`src/design/smbs_regs.svh`:
```
// Mode register field positions, codes, reset values, full-row column count and FIFO depth.
`ifndef SMBS_REGS_SVH
`define SMBS_REGS_SVH
`define SMBS_BURST_LO 0
`define SMBS_BURST_HI 2
`define SMBS_BT_BIT 3
`define SMBS_RL_LO 4
`define SMBS_RL_HI 6
`define SMBS_OPM_LO 7
`define SMBS_OPM_HI 8
`define SMBS_WB_BIT 9
`define SMBS_BURST_1 3'h0
`define SMBS_BURST_2 3'h1
`define SMBS_BURST_4 3'h2
`define SMBS_BURST_8 3'h3
`define SMBS_BURST_FULL 3'h7
`define SMBS_RL_1 3'h1
`define SMBS_RL_2 3'h2
`define SMBS_RL_3 3'h3
`define SMBS_OPM_NORMAL 2'h0
`define SMBS_MR_RESET 14'h0000
`define SMBS_EMR_RESET 14'h2000
`define SMBS_EMR_SEL 2'h2
`define SMBS_MR_SEL 2'h0
`define SMBS_TSR_LO 3
`define SMBS_TSR_HI 4
`define SMBS_FULL_COLS 10'h200
`define SMBS_FIFO_DEPTH 16
`endif

```
`src/design/smbs_pkg.sv`:
```
// Types shared by the burst sequencer files.
package smbs_pkg;
  typedef enum logic [2:0] {
    SMBS_CMD_NOP = 3'h0,
    SMBS_CMD_READ = 3'h1,
    SMBS_CMD_WRITE = 3'h2,
    SMBS_CMD_STOP = 3'h3,
    SMBS_CMD_LOAD = 3'h4
  } smbs_cmd_t;
  typedef struct packed {
    smbs_cmd_t cmd;
    logic [1:0] bank;
    logic [11:0] addr;
  } smbs_req_t;
  typedef struct packed {
    logic wr;
    logic [1:0] bank;
    logic [8:0] col;
  } smbs_acc_t;
  typedef enum logic [1:0] {
    SMBS_IDLE = 2'b00,
    SMBS_RUN = 2'b01,
    SMBS_LAST = 2'b11
  } smbs_state_t;
endpackage

```
`src/design/smbs_fifo.sv`:
```
// Parameterised flip-flop FIFO with valid and ready on both sides.
`timescale 1ns/100ps
module smbs_fifo #(
  parameter int WIDTH = 12,
  parameter int DEPTH = 16
) (
  input wire logic i_clk,
  input wire logic i_rst,
  input wire logic i_in_valid,
  output logic o_in_ready,
  input wire logic [WIDTH-1:0] i_in_data,
  output logic o_out_valid,
  input wire logic i_out_ready,
  output logic [WIDTH-1:0] o_out_data
);
  localparam int AW = $clog2(DEPTH);
  logic [WIDTH-1:0] mem_q [DEPTH];
  logic [AW-1:0] wp_q;
  logic [AW-1:0] rp_q;
  logic [AW:0] cnt_q;
  logic push;
  logic pop;
  assign o_in_ready = (cnt_q != (AW+1)'(DEPTH));
  assign o_out_valid = (cnt_q != '0);
  assign o_out_data = mem_q[rp_q];
  assign push = i_in_valid && o_in_ready;
  assign pop = o_out_valid && i_out_ready;
  always_ff @(posedge i_clk) begin
    if (push) begin
      mem_q[wp_q] <= i_in_data;
    end
  end
  always_ff @(posedge i_clk or posedge i_rst) begin
    if (i_rst) begin
      wp_q <= '0;
      rp_q <= '0;
      cnt_q <= '0;
    end else begin
      if (push) begin
        wp_q <= wp_q + 1'b1;
      end
      if (pop) begin
        rp_q <= rp_q + 1'b1;
      end
      cnt_q <= cnt_q + (AW+1)'(push) - (AW+1)'(pop);
    end
  end
endmodule

```
`src/design/smbs_latency.sv`:
```
// Read latency pipe that marks the drive-start and data-valid edges.
`timescale 1ns/100ps
module smbs_latency (
  input wire logic i_clk,
  input wire logic i_rst,
  input wire logic i_rd,
  input wire logic [1:0] i_lat,
  output logic o_drive,
  output logic o_valid
);
  logic [2:0] sh_q;
  always_ff @(posedge i_clk or posedge i_rst) begin
    if (i_rst) begin
      sh_q <= 3'h0;
    end else begin
      sh_q <= {sh_q[1:0], i_rd};
    end
  end
  // Drive starts one edge ahead of valid data.
  always_comb begin
    o_valid = 1'b0;
    o_drive = 1'b0;
    unique case (i_lat)
      2'h1: begin
        o_valid = sh_q[0];
        o_drive = i_rd;
      end
      2'h2: begin
        o_valid = sh_q[1];
        o_drive = sh_q[0];
      end
      2'h3: begin
        o_valid = sh_q[2];
        o_drive = sh_q[1];
      end
      default: begin
        o_valid = 1'b0;
        o_drive = 1'b0;
      end
    endcase
  end
endmodule

```
`src/design/smbs_seq.sv`:
```
// Mode register controlled column burst sequencer of a four-bank SDRAM.
`timescale 1ns/100ps
`include "smbs_regs.svh"
// Behaviour
// [RQ1] Burst lengths 1,2,4,8 both orders; full row only sequential.
// [RQ2] Full-row burst ends when the burst stop command arrives.
// [RQ3] Burst accesses wrap inside an aligned block of burst length.
// [RQ4] Upper column bits choose the block; low bits give the start.
// [RQ5] Mode bit 3 picks sequential or interleaved order.
// [RQ6] Sequential adds count, interleaved XORs count, modulo burst length.
// [RQ7] Full row starts at column, walks 512 columns, wraps in row.
// [RQ8] Length one touches one column and ignores the order bit.
// [RQ9] Read latency is one, two or three clocks.
// [RQ10] Read at edge n drives from n+m-1, valid by n+m.
// [RQ11] Controller keeps latency within the allowed clock rates.
// [RQ12] Operating mode bits 7 and 8 zero select normal operation.
// [RQ13] Controller avoids reserved codes and test modes; the bench also loads reserved length and latency codes.
// [RQ14] Write burst bit one makes every write a single access.
// [RQ15] Burst length comes from mode bits 0 to 2.
// [RQ16] Extended register defaults: 85 degree refresh, full drive, full array.
// [RQ17] Load with bank bits 1,0 equal 1,0 writes the extended register.
// [RQ18] Controller writes extended bits 6 to 11 as zero.
// [RQ19] Controller loads extended register only when idle, then waits.
// [RQ20] Extended register survives deep power-down.
// [RQ21] Read latency comes from mode bits 4 to 6.
// [RQ22] Load captures the opcode from address bits 0 to 11.
// [RQ23] Extended bits 3 and 4 pick the refresh temperature range.
// [RQ24] Length codes 0,1,2,3 mean 1,2,4,8; code 7 is full row.
// [RQ25] Latency codes 1,2,3 mean one, two, three clocks.
module smbs_seq (
  input wire logic i_clk,
  input wire logic i_rst,
  input wire smbs_pkg::smbs_req_t i_req,
  input wire logic i_dpd,
  output smbs_pkg::smbs_acc_t o_acc,
  output logic o_acc_valid,
  output logic o_dq_oe,
  output logic o_rd_valid,
  output logic o_busy,
  output logic [13:0] o_mode,
  output logic [13:0] o_ext_mode,
  output logic [1:0] o_tsr,
  output logic o_normal
);
  smbs_pkg::smbs_state_t state_q;
  logic [13:0] mr_q;
  logic [13:0] emr_q;
  smbs_pkg::smbs_acc_t start_q;
  logic [8:0] cnt_q;
  logic [9:0] len_q;
  logic ilv_q;
  logic wr_q;
  logic stop;
  logic rd_cmd;
  logic wr_cmd;
  logic load_cmd;
  logic [9:0] blen;
  logic [9:0] wlen;
  logic [8:0] col_next;
  logic fifo_valid;
  logic fifo_ready;
  logic [11:0] fifo_data;
  logic lat_drive;
  logic lat_valid;
  logic dq_oe_q;
  logic rd_valid_q;
  logic [1:0] lat_code;

  // Burst length code to length in columns; zero marks a reserved code.
  function automatic logic [9:0] burst_decode(input logic [2:0] code);
    logic [9:0] r;
    r = 10'h000;
    unique case (code)
      `SMBS_BURST_1: r = 10'h001; // RQ24
      `SMBS_BURST_2: r = 10'h002;
      `SMBS_BURST_4: r = 10'h004;
      `SMBS_BURST_8: r = 10'h008;
      `SMBS_BURST_FULL: r = `SMBS_FULL_COLS; // RQ7
      default: r = 10'h000;
    endcase
    return r;
  endfunction

  // Read latency code to clocks; zero marks a reserved code.
  function automatic logic [1:0] rl_decode(input logic [2:0] code);
    logic [1:0] r;
    r = 2'h0;
    unique case (code)
      `SMBS_RL_1: r = 2'h1; // RQ25
      `SMBS_RL_2: r = 2'h2;
      `SMBS_RL_3: r = 2'h3;
      default: r = 2'h0;
    endcase
    return r;
  endfunction

  // Column at step k: aligned block kept, low bits stepped or XORed.
  function automatic logic [8:0] col_at(input logic [8:0] c, input logic [8:0] k,
                                        input logic [9:0] len, input logic ilv);
    logic [8:0] m;
    logic [8:0] lo;
    m = 9'(len - 10'h001);
    lo = ilv ? ((c ^ k) & m) : ((c + k) & m); // RQ6
    return (c & ~m) | lo; // RQ3 RQ4
  endfunction

  assign rd_cmd = (i_req.cmd == smbs_pkg::SMBS_CMD_READ);
  assign wr_cmd = (i_req.cmd == smbs_pkg::SMBS_CMD_WRITE);
  assign load_cmd = (i_req.cmd == smbs_pkg::SMBS_CMD_LOAD);
  assign stop = (i_req.cmd == smbs_pkg::SMBS_CMD_STOP);
  assign blen = burst_decode(mr_q[`SMBS_BURST_HI:`SMBS_BURST_LO]); // RQ15
  assign wlen = mr_q[`SMBS_WB_BIT] ? 10'h001 : blen; // RQ14
  assign lat_code = rl_decode(mr_q[`SMBS_RL_HI:`SMBS_RL_LO]); // RQ21 RQ25

  // Mode register load; the extended register keeps its value through deep power-down.
  always_ff @(posedge i_clk or posedge i_rst) begin
    if (i_rst) begin
      mr_q <= `SMBS_MR_RESET;
    end else if (load_cmd && i_req.bank == `SMBS_MR_SEL) begin
      mr_q <= {2'h0, i_req.addr}; // RQ22
    end
  end

  always_ff @(posedge i_clk or posedge i_rst) begin
    if (i_rst) begin
      emr_q <= `SMBS_EMR_RESET; // RQ16
    end else if (load_cmd && i_req.bank == `SMBS_EMR_SEL) begin
      emr_q <= {i_req.bank, i_req.addr}; // RQ17 RQ20
    end
  end

  // Burst capture and stepping.
  always_ff @(posedge i_clk or posedge i_rst) begin
    if (i_rst) begin
      state_q <= smbs_pkg::SMBS_IDLE;
      cnt_q <= 9'h000;
      len_q <= 10'h001;
      ilv_q <= 1'b0;
      wr_q <= 1'b0;
      start_q <= '0;
    end else if ((rd_cmd || wr_cmd) && blen != 10'h000) begin
      start_q <= '{wr: wr_cmd, bank: i_req.bank, col: i_req.addr[8:0]};
      wr_q <= wr_cmd;
      len_q <= wr_cmd ? wlen : blen; // RQ1
      // Full row is never interleaved; length one has no order.
      ilv_q <= mr_q[`SMBS_BT_BIT] && blen != `SMBS_FULL_COLS && blen != 10'h001; // RQ5 RQ8
      cnt_q <= 9'h000;
      state_q <= smbs_pkg::SMBS_RUN;
    end else if (stop) begin
      state_q <= smbs_pkg::SMBS_IDLE; // RQ2
    end else if (state_q == smbs_pkg::SMBS_RUN && fifo_ready) begin
      cnt_q <= cnt_q + 9'h001;
      if (len_q == `SMBS_FULL_COLS) begin
        state_q <= smbs_pkg::SMBS_RUN; // RQ7
      end else if (10'(cnt_q) + 10'h001 >= len_q) begin
        state_q <= smbs_pkg::SMBS_IDLE;
      end
    end
  end

  assign col_next = col_at(start_q.col, cnt_q, len_q, ilv_q);

  smbs_fifo #(
    .WIDTH(12),
    .DEPTH(`SMBS_FIFO_DEPTH)
  ) u_fifo (
    .i_clk(i_clk),
    .i_rst(i_rst),
    .i_in_valid(state_q == smbs_pkg::SMBS_RUN),
    .o_in_ready(fifo_ready),
    .i_in_data({wr_q, start_q.bank, col_next}),
    .o_out_valid(fifo_valid),
    .i_out_ready(1'b1),
    .o_out_data(fifo_data)
  );

  smbs_latency u_lat (
    .i_clk(i_clk),
    .i_rst(i_rst),
    .i_rd(rd_cmd),
    .i_lat(lat_code),
    .o_drive(lat_drive),
    .o_valid(lat_valid)
  );

  // Access stream leaves the FIFO through a register.
  always_ff @(posedge i_clk or posedge i_rst) begin
    if (i_rst) begin
      o_acc <= '0;
      o_acc_valid <= 1'b0;
    end else begin
      o_acc <= fifo_data;
      o_acc_valid <= fifo_valid;
    end
  end

  // Read data drive and first data valid, one edge apart.
  always_ff @(posedge i_clk or posedge i_rst) begin
    if (i_rst) begin
      dq_oe_q <= 1'b0;
      rd_valid_q <= 1'b0;
    end else begin
      dq_oe_q <= lat_drive; // RQ9 RQ10 RQ21 RQ25
      rd_valid_q <= lat_valid;
    end
  end
  assign o_dq_oe = dq_oe_q;
  assign o_rd_valid = rd_valid_q;

  // Burst activity flag.
  always_ff @(posedge i_clk or posedge i_rst) begin
    if (i_rst) begin
      o_busy <= 1'b0;
    end else begin
      o_busy <= (state_q != smbs_pkg::SMBS_IDLE);
    end
  end

  // Register mirrors and decoded status fields.
  always_ff @(posedge i_clk or posedge i_rst) begin
    if (i_rst) begin
      o_mode <= `SMBS_MR_RESET;
      o_ext_mode <= `SMBS_EMR_RESET;
      o_tsr <= 2'h0;
      o_normal <= 1'b1;
    end else begin
      o_mode <= mr_q;
      o_ext_mode <= emr_q;
      o_tsr <= emr_q[`SMBS_TSR_HI:`SMBS_TSR_LO]; // RQ23
      o_normal <= (mr_q[`SMBS_OPM_HI:`SMBS_OPM_LO] == `SMBS_OPM_NORMAL); // RQ12
    end
  end
endmodule

```
`config.mk`:
```
export PLATFORM = sky130hd
export DESIGN_NAME = smbs_seq
export DESIGN_NICKNAME = d
export VERILOG_FILES = /design/src/design/smbs_pkg.sv /design/src/design/smbs_fifo.sv /design/src/design/smbs_latency.sv /design/src/design/smbs_seq.sv
export VERILOG_INCLUDE_DIRS = /design/src /design/src/design
export SDC_FILE = /design/constraint.sdc
export NUM_CORES = 1
export LEC_CHECK = 0
export BUFFER_PORTS_ARGS = -buffer_cell sky130_fd_sc_hd__buf_2
export CORE_ASPECT_RATIO = 1.5
export CORE_MARGIN = 2
export CORE_UTILIZATION = 59
export DETAILED_ROUTE_END_ITERATION = 16
export PLACE_DENSITY = 0.77
export SYNTH_ARGS = -nofsm -noshare
export SYNTH_HDL_FRONTEND = slang
export SYNTH_SLANG_ARGS = --single-unit
```
`constraint.sdc`:
```
create_clock -name i_clk -period 3.9 [get_ports i_clk]
set_input_delay 0 -clock i_clk [delete_from_list [all_inputs] [get_ports i_clk]]
set_output_delay 0 -clock i_clk [all_outputs]
set_load 0.01 [all_outputs]
```
== After elaboration in Yosys (flattened, before gate mapping) ==
Memory sizes are Yosys's and may differ from the RTL's. A register that Yosys moved wholly into a read port is not among the register bits.
Cells that the tools add are included.
Cells by class
  add/sub/neg operators: 8
  $mul: 0
  div/mod/pow operators: 0
  $lt $le $gt $ge: 1
  equal/unequal tests: 21
  shift operators: 0
  muxes and demuxes: 17
  bitwise logic cells: 6
  reductions and logical operators: 18
Operators with widths (count)
  $pmux W10 S5: 1
  $mux W9: 4
  $and A9 B9 Y9: 3
  $mux W10: 2
  $eq A3 B2 Y1 const B: 6
  $add A9 B1 Y10 const B: 1
  $eq A10 B10 Y1 const B: 1
  $ge A10 B10 Y1: 1
  $mux W2: 5
  $ne A10 B1 Y1 const B: 1
  $ne A10 B10 Y1 const B: 1
  $reduce_bool A10 Y1: 1
  $add A9 B1 Y9 const B: 1
  $add A9 B9 Y9: 1
  $eq A3 B1 Y1 const B: 3
  $not A9 Y9: 1
  $or A9 B9 Y9: 1
  $sub A9 B1 Y9 const B: 1
  $xor A9 B9 Y9: 1
  $add A4 B1 Y4 const B: 2
  $eq A2 B2 Y1 const B: 3
  $eq A3 B3 Y1 const B: 2
  $logic_and A1 B1 Y1: 6
  $pmux W1 S3: 2
  15 further kinds: 20
Storage, ports and cells
  register bits: 109
  latch bits: 0
  memory bits (writable): 192
  memory bits (read-only): 0
  bits of input ports: 20
  output and inout bits: 47
  logic and storage cells: 93
  memories: 1
Memories
  u_fifo.mem_q: words 16, bits a word 12, rd ports 1, clocked after Yosys merged registers in 1, wr ports 1, line smbs_fifo.sv:17  | logic [WIDTH-1:0] mem_q [DEPTH];

== Longest topological paths before layout ==
Gate-level depths: netlist of run 1.
  depth after elaboration: 7
  gate-level depth with buffers: 13
  gate-level depth less buffers: 13

== Modules after synthesis ==
A second synthesis of run 1 with hierarchy kept.
Unflattened totals
  cell total of the unflattened synthesis: 785
  area total of the unflattened synthesis: 12472.0 um^2
By module, submodules not included
  smbs_fifo: times used 1, cells an instance 436, area an instance 8184.1 um^2, seq. area each 6090.8 um^2
  smbs_seq: times used 1, cells an instance 339, area an instance 4165.2 um^2, seq. area each 2432.3 um^2
  smbs_latency: times used 1, cells an instance 10, area an instance 122.6 um^2, seq. area each 75.1 um^2

== Worst setup path after synthesis of run 1 ==
OpenSTA, ideal clock, no wires.
  path type: register to register
  from: register cnt_q[2]
  to: memory u_fifo.mem_q[0][7], data pin
  setup time: 0.419 ns
  arrival time: 2.369 ns
  required time: 3.481 ns
  path slack: 1.112 ns
  cell stages (with the launch flop): 6
  buffers on the path: 0
  period minus slack after synthesis: 2.788 ns
  path through: dfrtp_1 > ha_1 > o21ai_0 > o21ai_0 > a2111oi_0 > o311ai_0
Between the ends
  word-level cells in the longest chain between the ends: 4
RTL lines
  from (decl): line smbs_seq.sv:49  | logic [8:0] cnt_q;
  from (signal assigned): line smbs_seq.sv:152  | cnt_q <= cnt_q + 9'h001;
  $add A9 B9 Y9: line smbs_seq.sv:103  | lo = ilv ? ((c ^ k) & m) : ((c + k) & m);
  $and A9 B9 Y9: line smbs_seq.sv:103
  $mux W9: line smbs_seq.sv:103
  $or A9 B9 Y9: line smbs_seq.sv:104  | return (c & ~m) | lo;
  named net col_next[7]: line smbs_seq.sv:59  | logic [8:0] col_next;
  to (decl): line smbs_fifo.sv:17
The timed path passes the listed nets, and every way through them passes these cells.

== Worst setup path after layout of run 1 ==
  from: register cnt_q[0]
  to: memory u_fifo.mem_q[6][6], data pin
Same word-level chain as after synthesis.

==> flow_metrics.env, run 1 <==
export IMPL_synthArstFlopShare_pct=37.0
export IMPL_dieWidth_um=122
export IMPL_yosysSeqAreaShare_pct=70.1
export IMPL_swShare_pct=31.9
export IMPL_hp_class="in2reg"
export IMPL_wirelength_mm=26.0
export IMPL_path_max_fanout=16
export IMPL_dieArea_mm2=0.0220
export IMPL_synth_cell_types=57
export IMPL_combPwrFrac_pct=28.3
export IMPL_final_cell_mix="192 x edfxtp_1, 107 x dfrtp_1, 63 x buf_2, 61 x nand2_1, 60 x mux4_2"
export IMPL_synth_warnings=0
export IMPL_hold_buffers=18
export IMPL_antenna_found_initial=0
export IMPL_root_buffer="clkbuf_16"
export IMPL_r2r_end="u_fifo.mem_q[6][6]"
export IMPL_synth_area_mm2=0.0123
export IMPL_num_antenna_cells=0
export IMPL_post_cts_resize_count=0
export IMPL_rsz0062_at_grt="no"
export IMPL_period_share_pct=79.5
export IMPL_arrival_ns=3.30
export IMPL_setup_worst_path_start_class="register"
export IMPL_slew_headroom_pct=18.6
export IMPL_p_int_mw=7.28
export IMPL_finalSetupTns_ns=0
export IMPL_crit_required_ns=4.10
export IMPL_final_setup_worst_slack_ns=0.799
export IMPL_slew_viol_final=0
export IMPL_grt_max_degree=87
export IMPL_die_y_um=181
export IMPL_cts_tree="yes"
export IMPL_core_area_mm2=0.0204
export IMPL_post_cts_buffers=0
export IMPL_pwr_share_clk_pct=24.0
export IMPL_cts_buffer_depth=3
export IMPL_synthCells=733
export IMPL_cts_num_sinks=305
export IMPL_fill_cells=1297
export IMPL_ys_ff_latch=305
export IMPL_power_leakage_nw=5.35
export IMPL_place_area_mm2=0.0130
export IMPL_seqPwrFrac_pct=47.7
export IMPL_synth_ff_type="edfxtp_1"
export IMPL_wl_per_cell_um=23.2
export IMPL_mostFrequentLayoutCell="edfxtp_1"
export IMPL_max_slew_worst_pin_slew_ns=1.22
export IMPL_crit_path_cell_trace="ha_1 > inv_1 > fa_1 > nor2b_1 > o2111a_1 > o31ai_1 > xor2_1 > a21oi_1"
export IMPL_port_buffers=63
export IMPL_max_freq_ghz=0.322
export IMPL_grt_overflow_total=0
export IMPL_p_switching_mw=3.40
export IMPL_first_iter_violations=619
export IMPL_num_nets_final=884
export IMPL_clkTransAtPathRegs_ns=0.07
export IMPL_numCtsBuffers=27
export IMPL_hold_viol_final=0
export IMPL_grt_pass1_vias=7249
export IMPL_grt_total_usage_pct=25.0
export IMPL_top_level_ports=67
export IMPL_ant_nets=0
export IMPL_slowest_stage="a21oi_1"
export IMPL_start_util_pct=60.1
export IMPL_synth_edf_count=192
export IMPL_status="complete, no violations"
export IMPL_place_ws_ns=0.888
export IMPL_period_minus_slack_ns=3.10
export IMPL_cap_viol_max_count=0
export IMPL_rr_startpoint="cnt_q[0]"
export IMPL_setup_viol=0
export IMPL_cpPeakStageDelay_ns=0.78
export IMPL_crit_buf_inv=1
export IMPL_hold_start="i_req[3]"
export IMPL_hold_path_end="start_q[3]"
export IMPL_avgSynthCellArea_um2=16.7
export IMPL_htreeDepth=1
export IMPL_dp_hpwl_mm=16.0
export IMPL_power_density_mw_per_mm2=761
export IMPL_fp_row_count=64
export IMPL_firstDrtPassIters=6
export IMPL_r2r_cells=8
export IMPL_ir_worst_vdd_mv=0.466
export IMPL_r2r_slack_ns=0.80
export IMPL_stdcell_area_mm2=0.0140
export IMPL_grt_pass1_wl_mm=41.1
export IMPL_crit_family="compound AO/OA/AOI/OAI gates"
export IMPL_clk_latency_ns=0.55
export IMPL_critPathKind="reg2reg"
export IMPL_drive_gt1_share_pct=27.1
export IMPL_skew_ns=0.0160
export IMPL_num_vias=6721
export IMPL_min_path_cells=4
export IMPL_syn2layout_area_growth_pct=14.3
export IMPL_end_kind="register"
export IMPL_vias_per_cell=6.00
export IMPL_globalplace_congestion=0.891
export IMPL_drc=0
==> Yosys cell counts, types with 4 or more instances <==
master	number	share of area, %
ha_1	27	2.8
a211oi_1	7	0.43
clkbuf_1	12	0.37
a21oi_1	17	0.69
nor2_1	36	1.1
nand2b_1	9	0.46
buf_1	9	0.28
buf_2	9	0.37
inv_1	26	0.80
nand3_1	8	0.33
xor2_1	5	0.36
mux4_2	60	11
edfxtp_1	192	47
nand2_1	61	1.9
buf_4	4	0.24
o21ai_0	29	1.2
mux2_2	28	2.6
nand4_1	4	0.20
dfstp_2	4	0.86
nor3_1	11	0.45
xnor2_1	15	1.1
dfrtp_1	109	22
==> flip-flops by register name, summed over array words and instances, names as in the netlist, 4 cells and up <==
name          flops
cnt_q             9
u_fifo.mem_q    192
start_q          11
u_fifo.cnt_q      5
u_fifo.wp_q       4
mr_q             12
emr_q            14
u_fifo.rp_q       4
o_acc            12
o_mode           12
len_q             5
o_ext_mode       13
==> worst register-to-register path: cells and delay by family (launching register included) <==
family | cells | cell delay (ns)
adder cells (fa/ha/maj) | 2 | 0.68
XOR/XNOR | 1 | 0.15
buffers and inverters | 1 | 0.07
flip-flops | 1 | 0.53
AND/OR/NAND/NOR | 1 | 0.20
AO/OA/AOI/OAI | 3 | 1.14
==> kinds of logic (layout without fill, tap and decap cells) <==
kind of cell	count (synthesis)	count (layout)	share of synthesized area (%)
buf+inv	60	182	2.05
compound gates	81	81	4.14
fa+ha+maj	29	29	3.08
flops	305	305	70.1
xor+xnor	20	20	1.43
mux	88	88	13.6
other cells	1	2	0.0306
simple gates	149	149	5.65
==> layer usage <==
layer,up-vias,share of wire [%],GRT usage (%)
li1,2972,-,-
met1,3433,35,30.0
met2,251,55,45.1
met3,65,5.7,3.58
met4,0,3.9,9.47
met5,-,0,0
==> power groups by stage <==
stage	clock network (mW)	registers (mW)	logic (mW)
CTS	2.59	5.10	3.05
floorplan	0	4.81	2.28
detailed placement	0	5.16	2.99
finish	2.56	5.10	3.02
global route	2.72	5.19	3.35
global placement	0	5.10	2.83
==> how the worst max path moves through the flow <==
stage | from | endpoint | slack [ns] | cells past startpoint
after floorplan | i_rst | cnt_q[0] | 0.92 | 1
final | cnt_q[0] | u_fifo.mem_q[6][6] | 0.80 | 8
after global placement | cnt_q[0] | u_fifo.mem_q[4][6] | 1.07 | 8
after global routing | cnt_q[0] | u_fifo.mem_q[12][6] | 0.68 | 8
after CTS | cnt_q[0] | u_fifo.mem_q[6][6] | 0.85 | 8
after detailed placement | cnt_q[0] | u_fifo.mem_q[7][6] | 0.89 | 8
==> per-stage QoR <==
step,cells,utilization [%],hold slack (ns),power [mW]
3_5_place_dp,1052,63.6,0.247,8.15
6_report,1120,68.7,0.232,10.7
5_1_grt,1120,68.7,0.260,11.3
3_3_place_gp,1052,63.6,0.243,7.94
4_1_cts,1120,68.7,0.221,10.7
2_1_floorplan,734,-,0.0790,7.10
==> layout make-up <==
cell class                      count  area, um^2  area share [%]
Timing Repair Buffer              106         696            4.96
Inverter                           26         100           0.713
Clock inverter                     20         148            1.05
Multi-Input combinational cell    369        3450            24.6
Tap cell                          264         330            2.35
Sequential cell                   305        8600            61.3
Clock buffer                       30         707            5.04
(Power assumes the default switching activity.)
==> inputs of run 2 (changes only) <==
Settings changed: ABC_AREA set to 1, CORE_UTILIZATION 59 to 55, PLACE_DENSITY 0.77 to 0.76.
Clock period 3.9 ns to 2.51 ns, I/O delays scaled along.
==> run 2 against run 1 <==
Clock power increased by 57%. Core utilization is 3.6 points lower. Non-clock buffer count is 32 higher. Critical path depth up 5. Register-to-register slack worse by 0.66 ns. Clock skew decreased by 0.0032 ns. Final cell count is 29% higher. First-iteration DRC count is 34% higher.
==> flow_metrics.env, run 2 <==
export IMPL_wirelength_mm=27.7
export IMPL_max_freq_ghz=0.421
export IMPL_path_max_fanout=16
export IMPL_place_ws_ns=-0.324
export IMPL_synth_edf_count=192
export IMPL_yosys_cell_count_top_type="edfxtp_1"
export IMPL_power_leakage_nw=6.22
export IMPL_utilization_pct=65.1
export IMPL_place_area_mm2=0.0135
export IMPL_met1_usage_pct=26.1
export IMPL_wl_per_cell_um=19.1
export IMPL_cts_tree="yes"
export IMPL_clkTransAtPathRegs_ns=0.06
export IMPL_busiest_layer="met2"
export IMPL_num_antenna_cells=0
export IMPL_power_density_mw_per_mm2=1180
export IMPL_fin_hold_ws_ns=0.263
export IMPL_drive_gt1_share_pct=14.8
export IMPL_dieArea_mm2=0.0242
export IMPL_grt_util_met2_pct=43.3
export IMPL_synth_cell_types=42
export IMPL_first_iter_violations=827
export IMPL_synth_area_leader_cell="edfxtp_1"
export IMPL_ir_worst_vdd_mv=0.882
export IMPL_stdcell_area_mm2=0.0146
export IMPL_num_vias=8214
export IMPL_syn2layout_area_growth_pct=16.0
export IMPL_largest_register_ffs=192
export IMPL_top_register="u_fifo.mem_q"
export IMPL_period_minus_slack_ns=2.38
export IMPL_slowest_stage="fa_1"
export IMPL_grt_pass1_wl_mm=43.6
export IMPL_grt_max_degree=51
export IMPL_vias_per_cell=5.68
export IMPL_reg_top3="u_fifo.mem_q: 192 flops, emr_q: 14 flops, o_ext_mode: 13 flops"
export IMPL_ant_nets=0
export IMPL_yosysTopAreaCellShare_pct=45.7
export IMPL_dieWidth_um=128
export IMPL_cts_buffer_depth=3
export IMPL_setup_worst_path_start_class="register"
export IMPL_globalRouteMet3Util_pct=3.39
export IMPL_die_y_um=189
export IMPL_grt_pass1_vias=8541
export IMPL_cap_viol_max_count=0
export IMPL_rsz0062_at_grt="no"
export IMPL_slew_headroom_pct=27.9
export IMPL_fin_cells=1447
export IMPL_top_level_ports=67
export IMPL_start_util_pct=56.1
export IMPL_cts_num_sinks=305
export IMPL_core_area_mm2=0.0225
export IMPL_grt_total_usage_pct=23.4
export IMPL_synthCells=1030
export IMPL_fp_row_count=67
export IMPL_synth_area_mm2=0.0126
export IMPL_cpPeakStageDelay_ns=0.40
export IMPL_htreeDepth=1
export IMPL_synth_ff_type="edfxtp_1"
export IMPL_finalSetupTns_ns=0
export IMPL_dp_hpwl_mm=17.4
export IMPL_num_nets_final=1200
export IMPL_max_slew_worst_pin_slew_ns=1.08
export IMPL_rr_startpoint="start_q[0]"
export IMPL_hold_viol_final=0
export IMPL_final_setup_worst_slack_ns=0.135
export IMPL_crit_path_cell_trace="ha_1 > inv_1 > fa_1 > o21ai_1 > buf_4 > nand4_1 > nand3_1 > nand2_1 > nand2_1 > o21ai_0 > nand2_1 > nand2_1 > buf_12"
export IMPL_period_share_pct=94.6
export IMPL_drc=0
export IMPL_end_kind="register"
export IMPL_hp_class="in2async"
export IMPL_status="complete, no violations"
export IMPL_post_place_cells=1377
export IMPL_path_common_cell="nand2_1"
export IMPL_numCtsBuffers=27
export IMPL_synthTopCellsByArea="edfxtp_1 46%, dfrtp_1 22%, o21ai_0 4.6%, mux2i_1 3.9%, inv_1 3.8%"
export IMPL_globalplace_congestion=0.916
export IMPL_skew_ns=0.0128
export IMPL_power_mw=17.2
export IMPL_synthTopCellsByCount="192 x edfxtp_1, 127 x inv_1, 125 x nand2_1"
export IMPL_arrival_ns=2.65
export IMPL_ys_ff_latch=305
export IMPL_synthArstFlopShare_pct=37.0
export IMPL_avgSynthCellArea_um2=12.2
export IMPL_final_cell_mix="192 x edfxtp_1, 126 x inv_1, 125 x nand2_1, 114 x o21ai_0, 108 x dfrtp_1"
export IMPL_yosysSeqAreaShare_pct=68.2
export IMPL_antenna_found_initial=0
export IMPL_synth_warnings=0
export IMPL_slew_viol_final=0
export IMPL_setup_viol=0
export IMPL_clk_latency_ns=0.53
export IMPL_crit_required_ns=2.79
export IMPL_crit_start="start_q[0]"
export IMPL_critPathKind="reg2reg"
export IMPL_root_buffer="clkbuf_16"
export IMPL_grt_overflow_total=0
export IMPL_firstDrtPassIters=5
export IMPL_mostFrequentLayoutCell="edfxtp_1"
export IMPL_port_buffers=63
run 2: cell count changes in the layout (fill, tap and decap cells not counted), sizes merged, moves of 8 or more:
cell    before  now
mux2        28    0
inv         28  126
nand2b       9    0
clkbuf      30   39
nand3        8   38
a21oi       17   58
nand2       61  126
xor2         5   13
mux2i        0   49
mux4        60    0
buf         88  118
o211ai       1   48
o21ai       30  120
xnor2       15    3
run 2: routing by layer:
metal / share of wire, % / vias up
met5: 0 / -
met4: 4.4 / 0
met3: 5.9 / 82
met2: 54 / 290
met1: 36 / 4009
li1: - / 3833
run 2: worst paths after layout:
path | end | slack [ns] | cells after the start
max | u_fifo.mem_q[8][8] | 0.13 | 13
max in group asynchronous | start_q[10] | 1.50 | 4
min | o_busy | 0.26 | 3
min reg2reg | o_ext_mode[13] | 0.37 | 0
min in group i_clk | mr_q[10] | 0.30 | 4
max reg2reg | u_fifo.mem_q[8][8] | 0.13 | 13
run 2: what timing repair did:
action / in CTS / in global routing
endpoints found under the setup margin: 16 / 32
hold buffers: 20 / 0
endpoints found under the hold margin: 81 / 0
gates resized for setup: 2 / 1
buffers inserted: 0 / 1
pin swaps: 0 / 1
run 2: cells by family (layout without fill, tap and decap cells):
logic type	after synthesis	count (layout)	share of synthesized area, %
DFF	305	305	68.2
AOI/OAI and AO/OA	239	239	10.8
and+or+nand+nor	216	216	7.31
buffers and inverters	175	315	5.67
muxes	49	49	3.89
adders and majority gates	29	29	3.00
xor gates and xnor gates	16	16	1.11
other	1	2	0.0297
run 2: power breakdown:
part / switching [mW] / internal, mW
clock network: 1.70 / 2.31
registers: 0.582 / 6.76
logic: 3.68 / 2.18
run 2: worst max-delay path, delay by kind of cell (launching register included):
family | cells | cell delay (ns)
adder cells (fa/ha/maj) | 2 | 0.59
AND/OR/NAND/NOR | 6 | 0.49
buffers and inverters | 3 | 0.38
flip-flops | 1 | 0.36
AO/OA/AOI/OAI | 2 | 0.32
run 2: final cells by class:
class	instances	area, um^2
clock buffer	39	762
clock inverter	10	96.3
fill	1636	7830
inverter	128	484
multi-input combinational	551	3310
sequential	305	8600
tap	276	345
timing repair buffer	138	1030
==> inputs of run 3 (changes only) <==
Settings changed: MAX_ROUTING_LAYER set to met4, SYNTH_HIERARCHICAL set to 1.
==> run 3 against run 2 <==
Setup slack improved by 0.085 ns. Area after synthesis rose by 4.1%. Clock skew down 0.0012 ns. Fmax up 3.7%. Critical path depth is 6 lower. Largest cell class unchanged. Wire length increased by 5.1%. Highest routed layer unchanged. Combinational power down 4.9%. Worst hold slack got worse by 0.20 ns.
==> flow_metrics.env, run 3 <==
export IMPL_synth_area_mm2=0.0131
export IMPL_post_cts_buffers=0
export IMPL_critPathKind="reg2reg"
export IMPL_synthTopCellsByCount="427 x nand2_1, 192 x edfxtp_1, 146 x inv_1"
export IMPL_place_ws_ns=-0.149
export IMPL_cts_num_sinks=305
export IMPL_period_share_pct=91.2
export IMPL_dieArea_mm2=0.0251
export IMPL_globalplace_congestion=0.929
export IMPL_hold_viol_final=0
export IMPL_dp_hpwl_mm=18.7
export IMPL_setup_worst_path_start_class="register"
export IMPL_synthArstFlopShare_pct=37.0
export IMPL_cts_tree="yes"
export IMPL_status="complete, no violations"
export IMPL_final_cell_mix="426 x nand2_1, 192 x edfxtp_1, 145 x inv_1, 110 x nor2_1, 108 x dfrtp_1"
export IMPL_fill_cells=1770
export IMPL_rsz0062_at_grt="no"
export IMPL_root_buffer="clkbuf_16"
export IMPL_r2r_end="u_fifo/mem_q[5][4]"
export IMPL_power_leakage_nw=6.85
export IMPL_finalSetupTns_ns=0
export IMPL_drive_gt1_share_pct=13.5
export IMPL_r2r_slack_ns=0.22
export IMPL_drc=0
export IMPL_path_max_fanout=16
export IMPL_max_freq_ghz=0.437
export IMPL_antenna_found_initial=0
export IMPL_hp_class="in2async"
export IMPL_cts_buffer_depth=3
export IMPL_num_nets_final=1461
export IMPL_cap_viol_max_count=0
export IMPL_setup_viol=0
export IMPL_yosysTopAreaCellShare_pct=43.9
export IMPL_fin_cells=1751
export IMPL_reg_top3="u_fifo/mem_q: 192 flops, emr_q: 14 flops, o_ext_mode: 13 flops"
export IMPL_numCtsBuffers=27
export IMPL_dieWidth_um=130
export IMPL_clk_latency_ns=0.53
export IMPL_vias_per_cell=5.26
export IMPL_end_kind="register"
export IMPL_start_util_pct=55.7
export IMPL_syn2layout_area_growth_pct=14.8
export IMPL_crit_required_ns=2.74
export IMPL_num_antenna_cells=0
export IMPL_grt_max_degree=122
export IMPL_ys_ff_latch=305
export IMPL_final_setup_worst_slack_ns=0.220
export IMPL_slew_headroom_pct=45.4
export IMPL_max_slew_worst_pin_slew_ns=0.817
export IMPL_grt_overflow_total=0
export IMPL_post_place_cells=1682
export IMPL_slowest_stage="o21ai_2"
export IMPL_die_y_um=193
export IMPL_largest_register_ffs=192
export IMPL_synthTopCellsByArea="edfxtp_1 44%, dfrtp_1 21%, nand2_1 12%, inv_1 4.2%, nand3_1 3.7%"
export IMPL_wirelength_mm=29.1
export IMPL_period_minus_slack_ns=2.29
export IMPL_core_area_mm2=0.0236
export IMPL_wl_per_cell_um=16.6
export IMPL_mostFrequentLayoutCell="nand2_1"
export IMPL_num_vias=9203
export IMPL_crit_path_cell_trace="ha_1 > inv_1 > fa_1 > o21ai_0 > nand2_1 > xor2_1 > o21ai_2"
export IMPL_synth_warnings=6
export IMPL_multi_input_area_mm2=0.00369
export IMPL_ir_worst_vdd_mv=0.609
export IMPL_firstDrtPassIters=6
export IMPL_ant_nets=0
export IMPL_yosys_cell_count_top_type="nand2_1"
export IMPL_grt_total_usage_pct=24.6
export IMPL_arrival_ns=2.52
export IMPL_synth_cell_types=44
export IMPL_rr_startpoint="start_q[0]"
export IMPL_synth_area_leader_cell="edfxtp_1"
export IMPL_fp_row_count=69
export IMPL_slew_viol_final=0
export IMPL_synth_ff_type="edfxtp_1"
export IMPL_clkTransAtPathRegs_ns=0.06
export IMPL_port_buffers=63
export IMPL_avgSynthCellArea_um2=10.2
export IMPL_synth_edf_count=192
export IMPL_register_area_mm2=0.00860
export IMPL_top_level_ports=67
export IMPL_r2r_cells=7
export IMPL_top_register="u_fifo/mem_q"
export IMPL_cpPeakStageDelay_ns=0.55
export IMPL_power_density_mw_per_mm2=1100
export IMPL_htreeDepth=1
export IMPL_synthCells=1293
export IMPL_skew_ns=0.0116
export IMPL_first_iter_violations=687
export IMPL_grt_pass1_wl_mm=47.0
export IMPL_grt_pass1_vias=9514
export IMPL_yosysSeqAreaShare_pct=65.5
==> run 3: cell count changes in the layout (fill, tap and decap cells not counted), sizes merged, moves of 28 or more <==
cell,previous run,this run
nand2,126,429
nor2,33,112
o21ai,120,56
nand3,38,99
mux2i,49,0
o211ai,48,0
a21oi,58,14
inv,126,154
==> run 3: worst max path at each step <==
stage	from	end	slack, ns	depth (start not counted)
global route	start_q[0]	u_fifo/mem_q[3][4]	0.005	7
finish	start_q[0]	u_fifo/mem_q[5][4]	0.22	7
global placement	start_q[0]	u_fifo/mem_q[15][4]	-0.04	7
detailed placement	start_q[0]	u_fifo/mem_q[6][4]	-0.15	7
CTS	u_fifo/cnt_q[2]	u_fifo/cnt_q[4]	0.13	13
floorplan	cnt_q[0]	u_fifo/mem_q[0][6]	0.15	9
==> run 3: metal layers <==
layer / vias to the layer above / track usage [%] / part of all wire, %
li1: 4382 / - / -
met1: 4384 / 28.6 / 38
met2: 351 / 42.0 / 52
met3: 86 / 3.71 / 6.1
met4: 0 / 10.6 / 4.0
met5: - / - / 0
==> run 3: kinds of logic after synthesis <==
group	synth area share [%]
other cells	0.0572
buf+inv	6.52
simple gates	20.3
compound gates	3.52
xor+xnor	1.20
flops	65.5
fa+ha+maj	2.88
==> run 3: timing repair <==
item / 4_1_cts / 5_1_grt
hold buffers: 20 / 0
endpoints found under the hold margin: 151 / 0
pin swaps: 0 / 1
resized for setup: 1 / 3
endpoints found under the setup margin: 16 / 17
==> run 3: per-stage QoR <==
stage | hold slack, ns | instance area (um^2) | total power [mW] | utilization (%)
floorplan | -0.246 | 13100 | 10.8 | -
global placement | -0.0947 | 14000 | 12.4 | 59.4
detailed placement | -0.0877 | 14000 | 12.6 | 59.4
CTS | 0.0614 | 15100 | 16.7 | 63.9
global route | 0.134 | 15100 | 17.7 | 64.0
finish | 0.0671 | 15100 | 16.6 | 64.0
==> run 3: cell type report <==
type                            instances  area share (%)
Tap cell                              319            2.65
Multi-Input combinational cell        788            24.5
Sequential cell                       305            57.1
Clock inverter                          7           0.241
Inverter                              155            3.90
Timing Repair Buffer                  135            6.26
Clock buffer                           42            5.42
==> run 3: critical path, delay by kind of cell (launching register included) <==
kind / cells / cell delay [ns]
compound gates: 2 / 0.78
xor+xnor: 1 / 0.15
fa+ha+maj: 2 / 0.56
buf+inv: 1 / 0.05
flops: 1 / 0.35
simple gates: 1 / 0.09
==> run 3: power breakdown <==
part / leakage (nW) / internal [mW] / total (mW) / switching, mW
Combinational: 3.25 / 1.79 / 5.57 / 3.78
Sequential: 3.17 / 6.62 / 7.04 / 0.416
Clock: 0.434 / 2.24 / 4.00 / 1.76
